===== config.mk =====
export PLATFORM = sky130hd
export DESIGN_NAME = afr_remap_cfg
export DESIGN_NICKNAME = d
export VERILOG_FILES = /design/src/afr_pkg.sv /design/src/afr_remap_cfg.sv
export SDC_FILE = /design/constraint.sdc
export NUM_CORES = 1
export LEC_CHECK = 0
export BUFFER_PORTS_ARGS = -buffer_cell sky130_fd_sc_hd__buf_2
export CAP_MARGIN = 20
export CORE_AREA = 2 2 53 55
export DETAILED_ROUTE_END_ITERATION = 6
export DIE_AREA = 0 0 55 57
export HOLD_SLACK_MARGIN = 0.15
export PLACE_DENSITY = 0.76
export SLEW_MARGIN = 10
export SYNTH_ARGS = -nofsm -noshare
export SYNTH_HDL_FRONTEND = slang
export SYNTH_SLANG_ARGS = --single-unit

===== constraint.sdc =====
create_clock -name core_clk_in -period 1 [get_ports core_clk_in]
set_input_delay 0.3 -clock core_clk_in [delete_from_list [all_inputs] [get_ports core_clk_in]]
set_output_delay 0.3 -clock core_clk_in [all_outputs]
set_load 0.02 [all_outputs]

===== src/afr_pkg.sv =====
package afr_pkg;
	localparam int ADDR_W = 8;
	localparam logic [7:0] REMAP_CFG0_OFS = 8'h04;
	localparam logic [31:0] REMAP_CFG0_RST = 32'h0000_0000;
	localparam int USB_SOF_BIT = 29;
	localparam int SPI_ROUTE_BIT = 28;
	localparam int DBG_CFG_LSB = 24;
	localparam int DBG_CFG_W = 3;
	localparam int CAN_ROUTE_BIT = 22;
	localparam int ADC_TRIG_BIT = 20;
	localparam logic [2:0] DBG_FULL = 3'h0;
	localparam logic [2:0] DBG_NO_JRST = 3'h1;
	localparam logic [2:0] DBG_SW_ONLY = 3'h2;
	localparam logic [2:0] DBG_NONE = 3'h4;
	localparam logic [2:0] DBG_EN_RST = 3'h7;
	typedef enum logic [1:0] {
		AFR_DBG_FULL = 2'h0,
		AFR_DBG_NO_JRST = 2'h1,
		AFR_DBG_SW_ONLY = 2'h3,
		AFR_DBG_NONE = 2'h2
	} afr_dbg_e;
endpackage


===== src/afr_remap_cfg.sv =====
`timescale 1ns/1ps
module afr_remap_cfg #(
	parameter int RST_STAGES = 2
) (
	input wire logic core_clk_in,
	input wire logic rst_n_in,
	input wire logic [afr_pkg::ADDR_W-1:0] addr_in,
	input wire logic [31:0] wdata_in,
	input wire logic wr_in,
	input wire logic rd_in,
	output logic [31:0] rdata_out,
	output logic usb_sof_to_timer_trigger_sel_out,
	output logic secondary_spi_pin_route_out,
	output logic secondary_can_pin_route_out,
	output logic adc_regular_trigger_sel_out,
	output logic jtag_debug_port_en_out,
	output logic serial_wire_debug_port_en_out,
	output logic jtag_reset_pin_en_out
);
	import afr_pkg::*;

	localparam int ROUTE_N = 4;
	localparam int ROUTE_POS [ROUTE_N] = '{
		USB_SOF_BIT,
		SPI_ROUTE_BIT,
		CAN_ROUTE_BIT,
		ADC_TRIG_BIT
	};

	logic [RST_STAGES-1:0] rst_sync_ff;
	logic rst_core_n;
	logic wr_hit;
	logic rd_hit;
	logic [DBG_CFG_W-1:0] dbg_code;
	logic usb_sof_ff;
	logic nxt_usb_sof;
	logic spi_route_ff;
	logic nxt_spi_route;
	logic can_route_ff;
	logic nxt_can_route;
	logic adc_trig_ff;
	logic nxt_adc_trig;
	logic [ROUTE_N-1:0] route_vec;
	afr_dbg_e dbg_ff;
	afr_dbg_e nxt_dbg;
	logic jtag_en_ff;
	logic nxt_jtag_en;
	logic sw_en_ff;
	logic nxt_sw_en;
	logic jrst_en_ff;
	logic nxt_jrst_en;
	logic [31:0] rd_word;
	logic [31:0] rdata_ff;
	logic [31:0] nxt_rdata;

	// Only one word offset decodes; every other address is ignored by both strobes.
	function automatic logic is_cfg_addr(input logic [ADDR_W-1:0] addr);
		return addr == REMAP_CFG0_OFS;
	endfunction

	// Codes outside the four defined ones keep the current debug setting.
	function automatic afr_dbg_e decode_dbg(
		input logic [DBG_CFG_W-1:0] code,
		input afr_dbg_e cur
	);
		afr_dbg_e res;
		res = cur;
		case (code)
			DBG_FULL: begin
				res = AFR_DBG_FULL;
			end
			DBG_NO_JRST: begin
				res = AFR_DBG_NO_JRST;
			end
			DBG_SW_ONLY: begin
				res = AFR_DBG_SW_ONLY;
			end
			DBG_NONE: begin
				res = AFR_DBG_NONE;
			end
			default: begin
				res = cur;
			end
		endcase
		return res;
	endfunction

	function automatic logic jtag_port_on(input afr_dbg_e st);
		logic on;
		case (st)
			AFR_DBG_FULL: begin
				on = 1'b1;
			end
			AFR_DBG_NO_JRST: begin
				on = 1'b1;
			end
			AFR_DBG_SW_ONLY: begin
				on = 1'b0;
			end
			AFR_DBG_NONE: begin
				on = 1'b0;
			end
			default: begin
				on = 1'b1;
			end
		endcase
		return on;
	endfunction

	function automatic logic sw_port_on(input afr_dbg_e st);
		logic on;
		case (st)
			AFR_DBG_FULL: begin
				on = 1'b1;
			end
			AFR_DBG_NO_JRST: begin
				on = 1'b1;
			end
			AFR_DBG_SW_ONLY: begin
				on = 1'b1;
			end
			AFR_DBG_NONE: begin
				on = 1'b0;
			end
			default: begin
				on = 1'b1;
			end
		endcase
		return on;
	endfunction

	function automatic logic jtag_rst_on(input afr_dbg_e st);
		logic on;
		case (st)
			AFR_DBG_FULL: begin
				on = 1'b1;
			end
			AFR_DBG_NO_JRST: begin
				on = 1'b0;
			end
			AFR_DBG_SW_ONLY: begin
				on = 1'b0;
			end
			AFR_DBG_NONE: begin
				on = 1'b0;
			end
			default: begin
				on = 1'b1;
			end
		endcase
		return on;
	endfunction

	// The debug field is not returned and reserved bits have no storage, so they read back as zero.
	function automatic logic [31:0] readback_word(input logic [ROUTE_N-1:0] route);
		logic [31:0] word;
		word = 32'h0000_0000;
		for (int i = 0; i < ROUTE_N; i++) begin
			word[ROUTE_POS[i]] = route[i];
		end
		return word;
	endfunction

	// A single stage would let reset release race the clock edge.
	if (RST_STAGES < 2) begin : g_chk_stages
		$error("RST_STAGES must be two or more");
	end
	for (genvar gi = 0; gi < ROUTE_N; gi++) begin : g_chk_pos
		if (ROUTE_POS[gi] >= DBG_CFG_LSB &&
			ROUTE_POS[gi] < DBG_CFG_LSB + DBG_CFG_W) begin : g_clash
			$error("Route bit overlaps the debug field");
		end
	end

	always_ff @(posedge core_clk_in or negedge rst_n_in) begin
		if (!rst_n_in) begin
			rst_sync_ff <= '0;
		end else begin
			rst_sync_ff <= {rst_sync_ff[RST_STAGES-2:0], 1'b1};
		end
	end
	assign rst_core_n = rst_sync_ff[RST_STAGES-1];

	assign wr_hit = wr_in && is_cfg_addr(addr_in);
	assign rd_hit = rd_in && is_cfg_addr(addr_in);
	assign dbg_code = wdata_in[DBG_CFG_LSB +: DBG_CFG_W];

	// Reserved bits are not stored, so a careless write cannot disturb routing.
	always_comb begin
		nxt_usb_sof = usb_sof_ff;
		if (wr_hit) begin
			nxt_usb_sof = wdata_in[USB_SOF_BIT];
		end
	end

	always_ff @(posedge core_clk_in or negedge rst_core_n) begin
		if (!rst_core_n) begin
			usb_sof_ff <= REMAP_CFG0_RST[USB_SOF_BIT];
		end else begin
			usb_sof_ff <= nxt_usb_sof;
		end
	end

	always_comb begin
		nxt_spi_route = spi_route_ff;
		if (wr_hit) begin
			nxt_spi_route = wdata_in[SPI_ROUTE_BIT];
		end
	end

	always_ff @(posedge core_clk_in or negedge rst_core_n) begin
		if (!rst_core_n) begin
			spi_route_ff <= REMAP_CFG0_RST[SPI_ROUTE_BIT];
		end else begin
			spi_route_ff <= nxt_spi_route;
		end
	end

	always_comb begin
		nxt_can_route = can_route_ff;
		if (wr_hit) begin
			nxt_can_route = wdata_in[CAN_ROUTE_BIT];
		end
	end

	always_ff @(posedge core_clk_in or negedge rst_core_n) begin
		if (!rst_core_n) begin
			can_route_ff <= REMAP_CFG0_RST[CAN_ROUTE_BIT];
		end else begin
			can_route_ff <= nxt_can_route;
		end
	end

	always_comb begin
		nxt_adc_trig = adc_trig_ff;
		if (wr_hit) begin
			nxt_adc_trig = wdata_in[ADC_TRIG_BIT];
		end
	end

	always_ff @(posedge core_clk_in or negedge rst_core_n) begin
		if (!rst_core_n) begin
			adc_trig_ff <= REMAP_CFG0_RST[ADC_TRIG_BIT];
		end else begin
			adc_trig_ff <= nxt_adc_trig;
		end
	end

	always_comb begin
		nxt_dbg = dbg_ff;
		nxt_jtag_en = jtag_en_ff;
		nxt_sw_en = sw_en_ff;
		nxt_jrst_en = jrst_en_ff;
		if (wr_hit) begin
			nxt_dbg = decode_dbg(dbg_code, dbg_ff);
			nxt_jtag_en = jtag_port_on(nxt_dbg);
			nxt_sw_en = sw_port_on(nxt_dbg);
			nxt_jrst_en = jtag_rst_on(nxt_dbg);
		end
	end

	// The enables get flops of their own so the debug pins never see a decode glitch.
	always_ff @(posedge core_clk_in or negedge rst_core_n) begin
		if (!rst_core_n) begin
			dbg_ff <= AFR_DBG_FULL;
			jtag_en_ff <= DBG_EN_RST[2];
			sw_en_ff <= DBG_EN_RST[1];
			jrst_en_ff <= DBG_EN_RST[0];
		end else begin
			dbg_ff <= nxt_dbg;
			jtag_en_ff <= nxt_jtag_en;
			sw_en_ff <= nxt_sw_en;
			jrst_en_ff <= nxt_jrst_en;
		end
	end

	assign route_vec = {adc_trig_ff, can_route_ff, spi_route_ff, usb_sof_ff};

	// Read data stand in the cycle after each read hit and are zero otherwise.
	always_comb begin
		rd_word = readback_word(route_vec);
		nxt_rdata = 32'h0000_0000;
		if (rd_hit) begin
			nxt_rdata = rd_word;
		end
	end

	always_ff @(posedge core_clk_in or negedge rst_core_n) begin
		if (!rst_core_n) begin
			rdata_ff <= 32'h0000_0000;
		end else begin
			rdata_ff <= nxt_rdata;
		end
	end

	assign rdata_out = rdata_ff;
	assign usb_sof_to_timer_trigger_sel_out = usb_sof_ff;
	assign secondary_spi_pin_route_out = spi_route_ff;
	assign secondary_can_pin_route_out = can_route_ff;
	assign adc_regular_trigger_sel_out = adc_trig_ff;
	assign jtag_debug_port_en_out = jtag_en_ff;
	assign serial_wire_debug_port_en_out = sw_en_ff;
	assign jtag_reset_pin_en_out = jrst_en_ff;
endmodule


# Word-level counts from Yosys, hierarchy flattened
# Index checks and enable logic that the tools add are counted.
op_classes:
  n_mux: 6
  eq_ne: 7
  reduce_logical: 8
ops:
  columns: ["op", "n"]
  rows:
  - ["$mux W30", 1]
  - ["$eq A8 B3 Y1 const B", 1]
  - ["$pmux W2 S4", 1]
  - ["$pmux W1 S2", 3]
  - ["$reduce_or A3 Y1", 2]
  - ["$eq A2 B2 Y1 const B", 2]
  - ["$reduce_or A2 Y1", 2]
  - ["$eq A3 B1 Y1 const B", 1]
  - ["$eq A3 B2 Y1 const B", 1]
  - ["$eq A3 B3 Y1 const B", 1]
  - ["$logic_not A3 Y1", 1]
  - ["$eq A2 B1 Y1 const B", 1]
  - ["$logic_and A1 B1 Y1", 2]
  - ["$logic_not A2 Y1", 1]
  - ["$mux W2", 1]
totals:
  regBits: 41
  output_inout_bits: 39

# Logic depth before layout (Yosys ltp)
# Gate-level depths: netlist of the first run.
depth:
  depth_word: 6
  ltp_mapped: 4
  mapped_depth_nobuf: 3

# Least setup slack after synthesis of the first run
# No wires, ideal clock.
synth_timing:
  kind: "input port to flip-flop"
  from: "input port addr_in[5] (netlist name)"
  to: "register (tool-made name)"
  required_time_ns: 0.875
  path_stages: 4
  t_arrival_ns: 1.240
  path_slack_ns: -0.365
  cell_sequence: "nor4_4 > and3_1 > buf_6 > mux2_4"
synth_rtl:
  columns: ["element", "line_no", "rtl"]
  rows:
  - ["from (decl)", "afr_remap_cfg.sv:7", "input wire logic [afr_pkg::ADDR_W-1:0] addr_in,"]

# Worst setup path in the final report of the first run
layout_timing:
  from: "register sw_en_ff, in the netlist serial_wire_debug_port_en_out"
  to: "output port serial_wire_debug_port_en_out"
layout_rtl:
  columns: ["element", "line_no", "rtl"]
  rows:
  - ["from (decl)", "afr_remap_cfg.sv:48", "logic sw_en_ff;"]
  - ["from (signal assigned)", "afr_remap_cfg.sv:267", "sw_en_ff <= DBG_EN_RST[1];"]
  - ["from (signal assigned)", "afr_remap_cfg.sv:272", "sw_en_ff <= nxt_sw_en;"]
  - ["to (decl)", "afr_remap_cfg.sv:17", "output logic serial_wire_debug_port_en_out,"]
# No word-level cell between the ends.

==> out/qor.csv, run 1 <==
metric;value;unit
p_comb_share;23.9;%
min_period;1.23;ns
period_share;123;%
slowest_delay;0.55;ns
cts_sinks;15;
via_count;598;
synth_compound_gate_area_share;6.51;%
netlist_instances;77;
fin_skew;0.000487;ns
required;0.70;ns
vias_per_cell;3.91;
synth_flop_cell;dfrtp_1;
synth_area;865;um^2
finalNetCount;167;
fmax;0.812;GHz
synth-edff-count;0;
clk_path_buf_depth;2;
die_w;55;um
drive_above_1_share;50.0;%
synth_fa_ha_area_share;0;%
row_count;19;
hold_class;register to async pin;
dr.pass1.iters;4;
ff2ff_setup_slack;-0.03;ns
first_global_vias;514;
numCtsBuffers;3;
overflow;0;
p_switching;379;uW
grt_pass1_wl;2100;um
wl;1500;um
worstSetupStartpointType;register;
io_pins;83;
synth.avg_cell_area;11.2;um^2
p_per_area;1100;nW/um^2
clkTransAtPathRegs;0.08;ns
fin_util;45.1;%
die_h;57;um
postLayoutSetupSlackWorst;-0.232;ns
grt_usage;9.25;%
reg2reg_depth;3;
ant_nets;0;
pwr-share-seq;50.9;%
hold_viol_final;0;
p_leak;0.000613;uW
start_util;33.1;%
drt-initial-drc-count;3;
ys_async_sr_fraction;100;%
cp_slowest_cell;dfstp_2;
cp_top_family;flip-flops;
crit_arrival;0.93;ns
htreeDepth;1;
synth.yosys.seq_area_share;43.8;%
final.fill_count;255;
area_delta_synth_final;36.3;%
post-dp-hpwl;1230;um
antenna_found_initial;0;
synth-seq-cells;15;
p_int;921;uW
ys_types;20;
maxSlewViolCount;0;
swShare;29.1;%
slew_headroom;66.4;%
max_cap_viol_count;0;
clkPwrFrac;25.3;%
rsz0062_at_grt;yes;
crit_chain;buf_6;
total_power;1300;uW
place.port_buffers;29;
yosys_warnings;0;
violations;negative setup slack;
drc;0;
ir_drop;0.780;mV
cts_tree;built;
yosys-mux-area-fraction;11.6;%
synth_top_family_by_area;buffers and inverters;
critPathMaxFanout;2;
synth_xor_area_share;0;%
tns;-2.46;ns
tightest_slew;0.504;ns
status;finished with violations;
coreArea;2620;um^2
diodes;0;
reg2reg_from;secondary_spi_pin_route_out;
wl_per_cell;9.81;um
gp_congestion;0.760;
root_buffer;clkbuf_4;
dieArea;3140;um^2
path_class;register to output pin;
reg2reg_to;secondary_spi_pin_route_out;
grt_start_max_net_pins;14;
cp-end-kind;output pin;
synth-simple-area-share;8.97;%
clock_latency;0.27;ns
setup_viol;20;
path_buf_inv;1;
-- area by class of cell --
class | instances | area, um^2 | share of cell area [%]
clock buffer | 4 | 26.3 | 2.23
multi-input combinational | 54 | 368 | 31.2
tap | 31 | 38.8 | 3.29
sequential | 15 | 379 | 32.2
inverter | 6 | 22.5 | 1.91
timing repair buffer | 43 | 344 | 29.2
-- how the worst max path moves through the flow --
stage                                       start                             to  cells past startpoint
finish              serial_wire_debug_port_en_out  serial_wire_debug_port_en_out                      1
global route               jtag_debug_port_en_out         jtag_debug_port_en_out                      1
global placement                       addr_in[5]    secondary_spi_pin_route_out                      5
floorplan                              addr_in[5]                       register                      4
detailed placement                     addr_in[5]    secondary_spi_pin_route_out                      5
CTS                        jtag_debug_port_en_out         jtag_debug_port_en_out                      1
-- routing by layer --
layer  vias to the layer above  GRT usage (%)  part of all wire [%]
li1                        282              -                     -
met1                       277           10.7                    37
met2                        39           16.7                    50
met3                         0           3.93                    12
met4                         0              0                     0
met5                         -              0                     0
-- cell families (layout without fill, tap and decap cells) --
kind of cell	after synthesis	after routing
buffers and inverters	35	53
DFF	15	15
AOI/OAI and AO/OA	9	9
and+or+nand+nor	9	9
muxes	7	7
other	2	29
-- state kept, by name, indices dropped and copies added (netlist names), named ones only --
name,flops
rst_sync_ff,2
usb_sof_to_timer_trigger_sel_out,1
secondary_spi_pin_route_out,1
dbg_ff,1
jtag_reset_pin_en_out,1
serial_wire_debug_port_en_out,1
adc_regular_trigger_sel_out,1
secondary_can_pin_route_out,1
rdata_out,4
jtag_debug_port_en_out,1
-- cells in the mapped netlist, types with 2 or more instances --
master	count	share of area [%]
a21oi_1	2	1.2
mux2_4	6	10
dfstp_2	3	9.1
nor2_1	4	1.7
dfrtp_1	12	35
buf_4	28	24
inv_1	6	2.6
a31oi_1	3	2.2
conb_1	2	0.87
-- cell usage in the layout (no fill, tap or decap) --
master and n:
conb_1 29, dfstp_2 3, o22ai_1 1, inv_1 6, dlygate4sd3_1 1, and3_4 1, nor2_1 4, nor4b_4 1
clkbuf_1 1, a31oi_2 1, buf_2 15, a31o_4 1, or2_2 1, o21a_1 1, clkbuf_4 3, mux2_4 6
dfrtp_1 12, buf_6 15, nor4_4 1, nand3_2 1, o21ai_0 1, mux2i_1 1, a31oi_1 2, a21oi_1 2
buf_4 12
-- power groups by stage --
stage | clock, uW | sequential (uW) | combinational (uW)
2_1_floorplan | 0 | 689 | 226
3_3_place_gp | 0 | 669 | 245
3_5_place_dp | 0 | 672 | 249
4_1_cts | 342 | 662 | 302
5_1_grt | 379 | 666 | 337
6_report | 328 | 661 | 310
-- metrics by stage --
step / setup WS [ns] / std cells / cell area, um^2 / hold WS, ns
after CTS: -0.243 / 151 / 1150 / 0.232
after detailed placement: -0.520 / 141 / 986 / 0.0877
after global placement: -0.479 / 141 / 986 / 0.0869
final: -0.232 / 153 / 1180 / 0.208
after global routing: -0.269 / 153 / 1180 / 0.246
after floorplan: -0.364 / 104 / 966 / 0.00441
-- timing repair --
action                                  CTS  global route
hold buffers                              1             0
pin swaps                                 3             0
buffers inserted                          6             2
endpoints found under the hold margin     2             0
endpoints found under the setup margin   20            24
gates resized for setup                  28             2
No activity file was read; power rests on OpenSTA's default activity.
==> run 2, diff against run 1 <==
--- a/config.mk
+++ b/config.mk
@@ -5,6 +5,8 @@
 export SDC_FILE = /design/constraint.sdc
 export NUM_CORES = 1
 export LEC_CHECK = 0
+export ABC_AREA = 1
+export ABC_CLOCK_PERIOD_IN_PS = 1000
 export BUFFER_PORTS_ARGS = -buffer_cell sky130_fd_sc_hd__buf_2
 export CAP_MARGIN = 20
 export CORE_AREA = 2 2 53 55
==> out/qor.csv, run 2 <==
metric;value;unit
yosysMostFrequentCell;buf_4;
drive_above_1_share;30.1;%
numCtsBuffers;3;
reg2reg_from;adc_regular_trigger_sel_out;
reg2reg_to;adc_regular_trigger_sel_out;
crit_cells;1;
synth-edff-count;0;
drc;0;
dpl.cell_count;167;
p_per_area;1190;nW/um^2
wl;1370;um
yosys.area.top_type_share;34.7;%
ir_drop;0.669;mV
clkTransAtPathRegs;0.09;ns
path_class;register to output pin;
critPathMaxFanout;2;
crit_chain;buf_6;
synthTopCellsByArea;dfrtp_1, buf_4, nand2_1;
p_leak;0.000632;uW
ys_top_cells_by_count;buf_4, nand2_1, inv_1;
final_cell_mix;conb_1, nand2_1, buf_2;
cp_top_family;flip-flops;
yosys_warnings;0;
yosys-mux-area-fraction;0;%
fin_util;40.9;%
grt_usage;9.94;%
postLayoutSetupSlackWorst;-0.241;ns
ff2ff_setup_slack;0.11;ns
stdcell_count;174;
synth_flop_cell;dfrtp_1;
post-dp-hpwl;1080;um
grt_pass1_wl;2210;um
start_util;33.1;%
row_count;19;
synth.avg_cell_area;8.08;um^2
grt_start_max_net_pins;14;
synth_xor_area_share;0;%
rsz0062_at_grt;yes;
violations;negative setup slack;
synth.yosys.seq_area_share;43.8;%
hold_class;register to async pin;
final.fill_count;278;
synth_fa_ha_area_share;0;%
cts_sinks;15;
die_w;55;um
hold_viol_final;0;
ant_nets;0;
crit_arrival;0.94;ns
finalNetCount;188;
cp-end-kind;output pin;
period_share;124;%
gp_congestion;0.682;
whs;0.167;ns
required;0.70;ns
dp_slack;-0.157;ns
diodes;0;
maxSlewViolCount;0;
dieArea;3140;um^2
worstSetupStartpointType;register;
reg2reg_depth;4;
register_area;379;um^2
final_common_cell;conb_1;
place.port_buffers;29;
root_buffer;clkbuf_4;
overflow;0;
wl_per_cell;7.85;um
fmax;0.806;GHz
synth-simple-area-share;18.7;%
cts_tree;built;
antenna_found_initial;0;
synth_top_family_by_area;buffers and inverters;
multi_input_area;315;um^2
synth_compound_gate_area_share;5.21;%
die_h;57;um
clk_path_buf_depth;2;
max_cap_viol_count;0;
synth_area;865;um^2
cp_slowest_cell;dfstp_2;
area_delta_synth_final;23.6;%
via_count;621;
yosysTopAreaCell;dfrtp_1;
htreeDepth;1;
drt-initial-drc-count;3;
path_buf_inv;1;
clock_latency;0.28;ns
dr.pass1.iters;4;
coreArea;2620;um^2
largest_reg_flops;4;
ys_types;14;
min_period;1.24;ns
fin_skew;0.00875;ns
slowest_delay;0.55;ns
tns;-1.56;ns
ys_async_sr_fraction;100;%
synth-seq-cells;15;
setup_viol;11;
first_global_vias;546;
netlist_instances;107;
vias_per_cell;3.57;
status;finished with violations;
io_pins;83;
[run 2: layer usage]
layer  part of all wire, %  vias up  track usage, %
met1                    41      259            12.0
met2                    49       31            15.8
met4                     0        0            1.05
met3                    10        0            5.76
met5                     0        -               0
li1                      -      331               -
[run 2: final cells by class]
type | count | area share (%)
Sequential cell | 15 | 35.5
Tap cell | 31 | 3.63
Timing Repair Buffer | 33 | 23.1
Multi-Input combinational cell | 75 | 29.5
Inverter | 16 | 5.74
Clock inverter | 1 | 0.468
Clock buffer | 3 | 2.11
[run 2: worst max path at each step]
stage | from | end
after floorplan | addr_in[3] | adc_regular_trigger_sel_out
final | jtag_debug_port_en_out | jtag_debug_port_en_out
after CTS | jtag_debug_port_en_out | jtag_debug_port_en_out
after global routing | jtag_debug_port_en_out | jtag_debug_port_en_out
after detailed placement | addr_in[3] | adc_regular_trigger_sel_out
after global placement | addr_in[4] | adc_regular_trigger_sel_out
[run 2: where the power goes]
group | switching (uW) | internal (uW)
logic | 190 | 97.1
clock network | 186 | 148
registers | 16.6 | 638
[run 2: per-stage QoR]
stage | power [uW] | area, um^2
floorplan | 919 | 966
global placement | 907 | 947
detailed placement | 910 | 947
CTS | 1290 | 1060
global route | 1370 | 1070
finish | 1280 | 1070
[run 2: worst register-to-register path: cells and delay by family (launching register included)]
kind            cells  cell delay [ns]
flops               1             0.39
buf+inv             3             0.31
compound gates      1             0.08
[run 2: timing repair]
action | in CTS | in global routing
endpoints found under the hold margin | 2 | 0
hold buffers | 1 | 0
resized for setup | 22 | 0
setup endpoints to repair | 11 | 11
setup buffers | 1 | 1
[run 2: cells by family (layout without fill, tap and decap cells)]
| family | Yosys count | in the layout |
|---|---|---|
| buf+inv | 44 | 53 |
| other cells | 2 | 29 |
| compound gates | 9 | 9 |
| flops | 15 | 15 |
| simple gates | 37 | 37 |
==> run 3, diff against run 2 <==
--- a/config.mk
+++ b/config.mk
@@ -14,6 +14,8 @@
 export DIE_AREA = 0 0 55 57
 export HOLD_SLACK_MARGIN = 0.15
 export PLACE_DENSITY = 0.76
+export RECOVER_POWER = 50
+export REMOVE_ABC_BUFFERS = 1
 export SLEW_MARGIN = 10
 export SYNTH_ARGS = -nofsm -noshare
 export SYNTH_HDL_FRONTEND = slang
==> out/qor.csv, run 3 (same netlist as run 2, synthesis figures left out) <==
metric;value;unit
dieArea;3140;um^2
path_class;register to output pin;
setup_viol;11;
period_share;124;%
hold_class;register to async pin;
ir_drop;0.510;mV
fin_skew;0.000924;ns
gp_congestion;0.643;
wl_per_cell;7.76;um
cts_tree;built;
grt_start_max_net_pins;14;
area_delta_synth_final;23.0;%
drt-initial-drc-count;1;
ant_nets;0;
rsz0062_at_grt;yes;
ff2ff_setup_slack;0.13;ns
drive_above_1_share;28.7;%
path_buf_inv;1;
fmax;0.808;GHz
final_common_cell;conb_1;
via_count;643;
drc;0;
critPathMaxFanout;2;
die_h;57;um
reg2reg_from;dbg_ff[0];
first_global_vias;549;
cp_slowest_cell;dfstp_2;
post-dp-hpwl;1090;um
min_period;1.24;ns
required;0.70;ns
crit_arrival;0.94;ns
coreArea;2620;um^2
slowest_delay;0.55;ns
largest_reg_flops;4;
postLayoutSetupSlackWorst;-0.237;ns
diodes;0;
violations;negative setup slack;
root_buffer;clkbuf_4;
p_per_area;1200;nW/um^2
die_w;55;um
grt_pass1_wl;2090;um
grt_usage;9.28;%
max_cap_viol_count;0;
crit_chain;buf_6;
final_cell_mix;conb_1, nand2_1, buf_2;
clk_path_buf_depth;2;
antenna_found_initial;0;
io_pins;83;
cp-end-kind;output pin;
place.port_buffers;29;
cp_top_family;flip-flops;
numCtsBuffers;3;
hold_viol_final;0;
clkTransAtPathRegs;0.08;ns
start_util;33.1;%
reg2reg_to;jtag_reset_pin_en_out;
clock_latency;0.27;ns
dp_slack;-0.162;ns
row_count;19;
maxSlewViolCount;0;
finalNetCount;188;
dr.pass1.iters;3;
overflow;0;
worstSetupStartpointType;register;
wl;1350;um
tns;-1.46;ns
status;finished with violations;
vias_per_cell;3.70;
p_leak;0.000626;uW
reg2reg_depth;5;
cts_sinks;15;
htreeDepth;1;
[run 3: cell type report]
cell class	count	area (um^2)
fillers	282	1550
flip-flops and latches	15	379
multi-input cells	75	315
repair buffers	33	243
inverters	16	61.3
well taps	31	38.8
clock buffers	4	26.3
[run 3: stage by stage]
stage	hold WS, ns	util, %	std cells	total power, uW	instance area, um^2
after global placement	0.0861	36.2	167	907	947
after global routing	0.223	40.7	174	1370	1060
after floorplan	0.00441	-	106	835	756
after detailed placement	0.0875	36.2	167	910	947
final	0.221	40.7	174	1270	1060
after CTS	0.186	40.2	172	1290	1050
[run 3: worst max-delay path by stage]
stage / start / end / slack, ns / depth (start not counted)
after floorplan: addr_in[3] / adc_regular_trigger_sel_out / 0.04 / 6
after global placement: addr_in[3] / secondary_spi_pin_route_out / -0.14 / 7
after detailed placement: addr_in[3] / secondary_can_pin_route_out / -0.16 / 7
after CTS: jtag_reset_pin_en_out / jtag_reset_pin_en_out / -0.26 / 1
after global routing: jtag_reset_pin_en_out / jtag_reset_pin_en_out / -0.28 / 1
final: jtag_reset_pin_en_out / jtag_reset_pin_en_out / -0.24 / 1
[run 3: repair_timing]
| item | 4_1_cts | 5_1_grt |
|---|---|---|
| setup buffers | 0 | 2 |
| resized for setup | 22 | 1 |
| setup endpoints to repair | 11 | 12 |
| endpoints found under the hold margin | 2 | 0 |
| hold buffers | 1 | 0 |
[run 3: report_power, final]
part           switching, uW  internal (uW)
logic                    188           95.3
clock network            180            154
registers               15.5            638
[run 3: metal layers]
metal / GRT usage [%] / part of all wire (%) / vias up / wire (um)
met4: 4.88 / 0 / 0 / 0
met2: 15.0 / 51 / 27 / 683
li1: - / - / 334 / -
met5: 0 / 0 / - / 0
met3: 2.36 / 8.5 / 0 / 115
met1: 11.1 / 41 / 282 / 551
[run 3: worst reg2reg max path: stages (launching register included)]
cell	delay, ns
dfrtp_1	0.39
inv_1	0.07
nand2_1	0.05
o21ai_0	0.10
nand2_1	0.08
o21ai_1	0.13
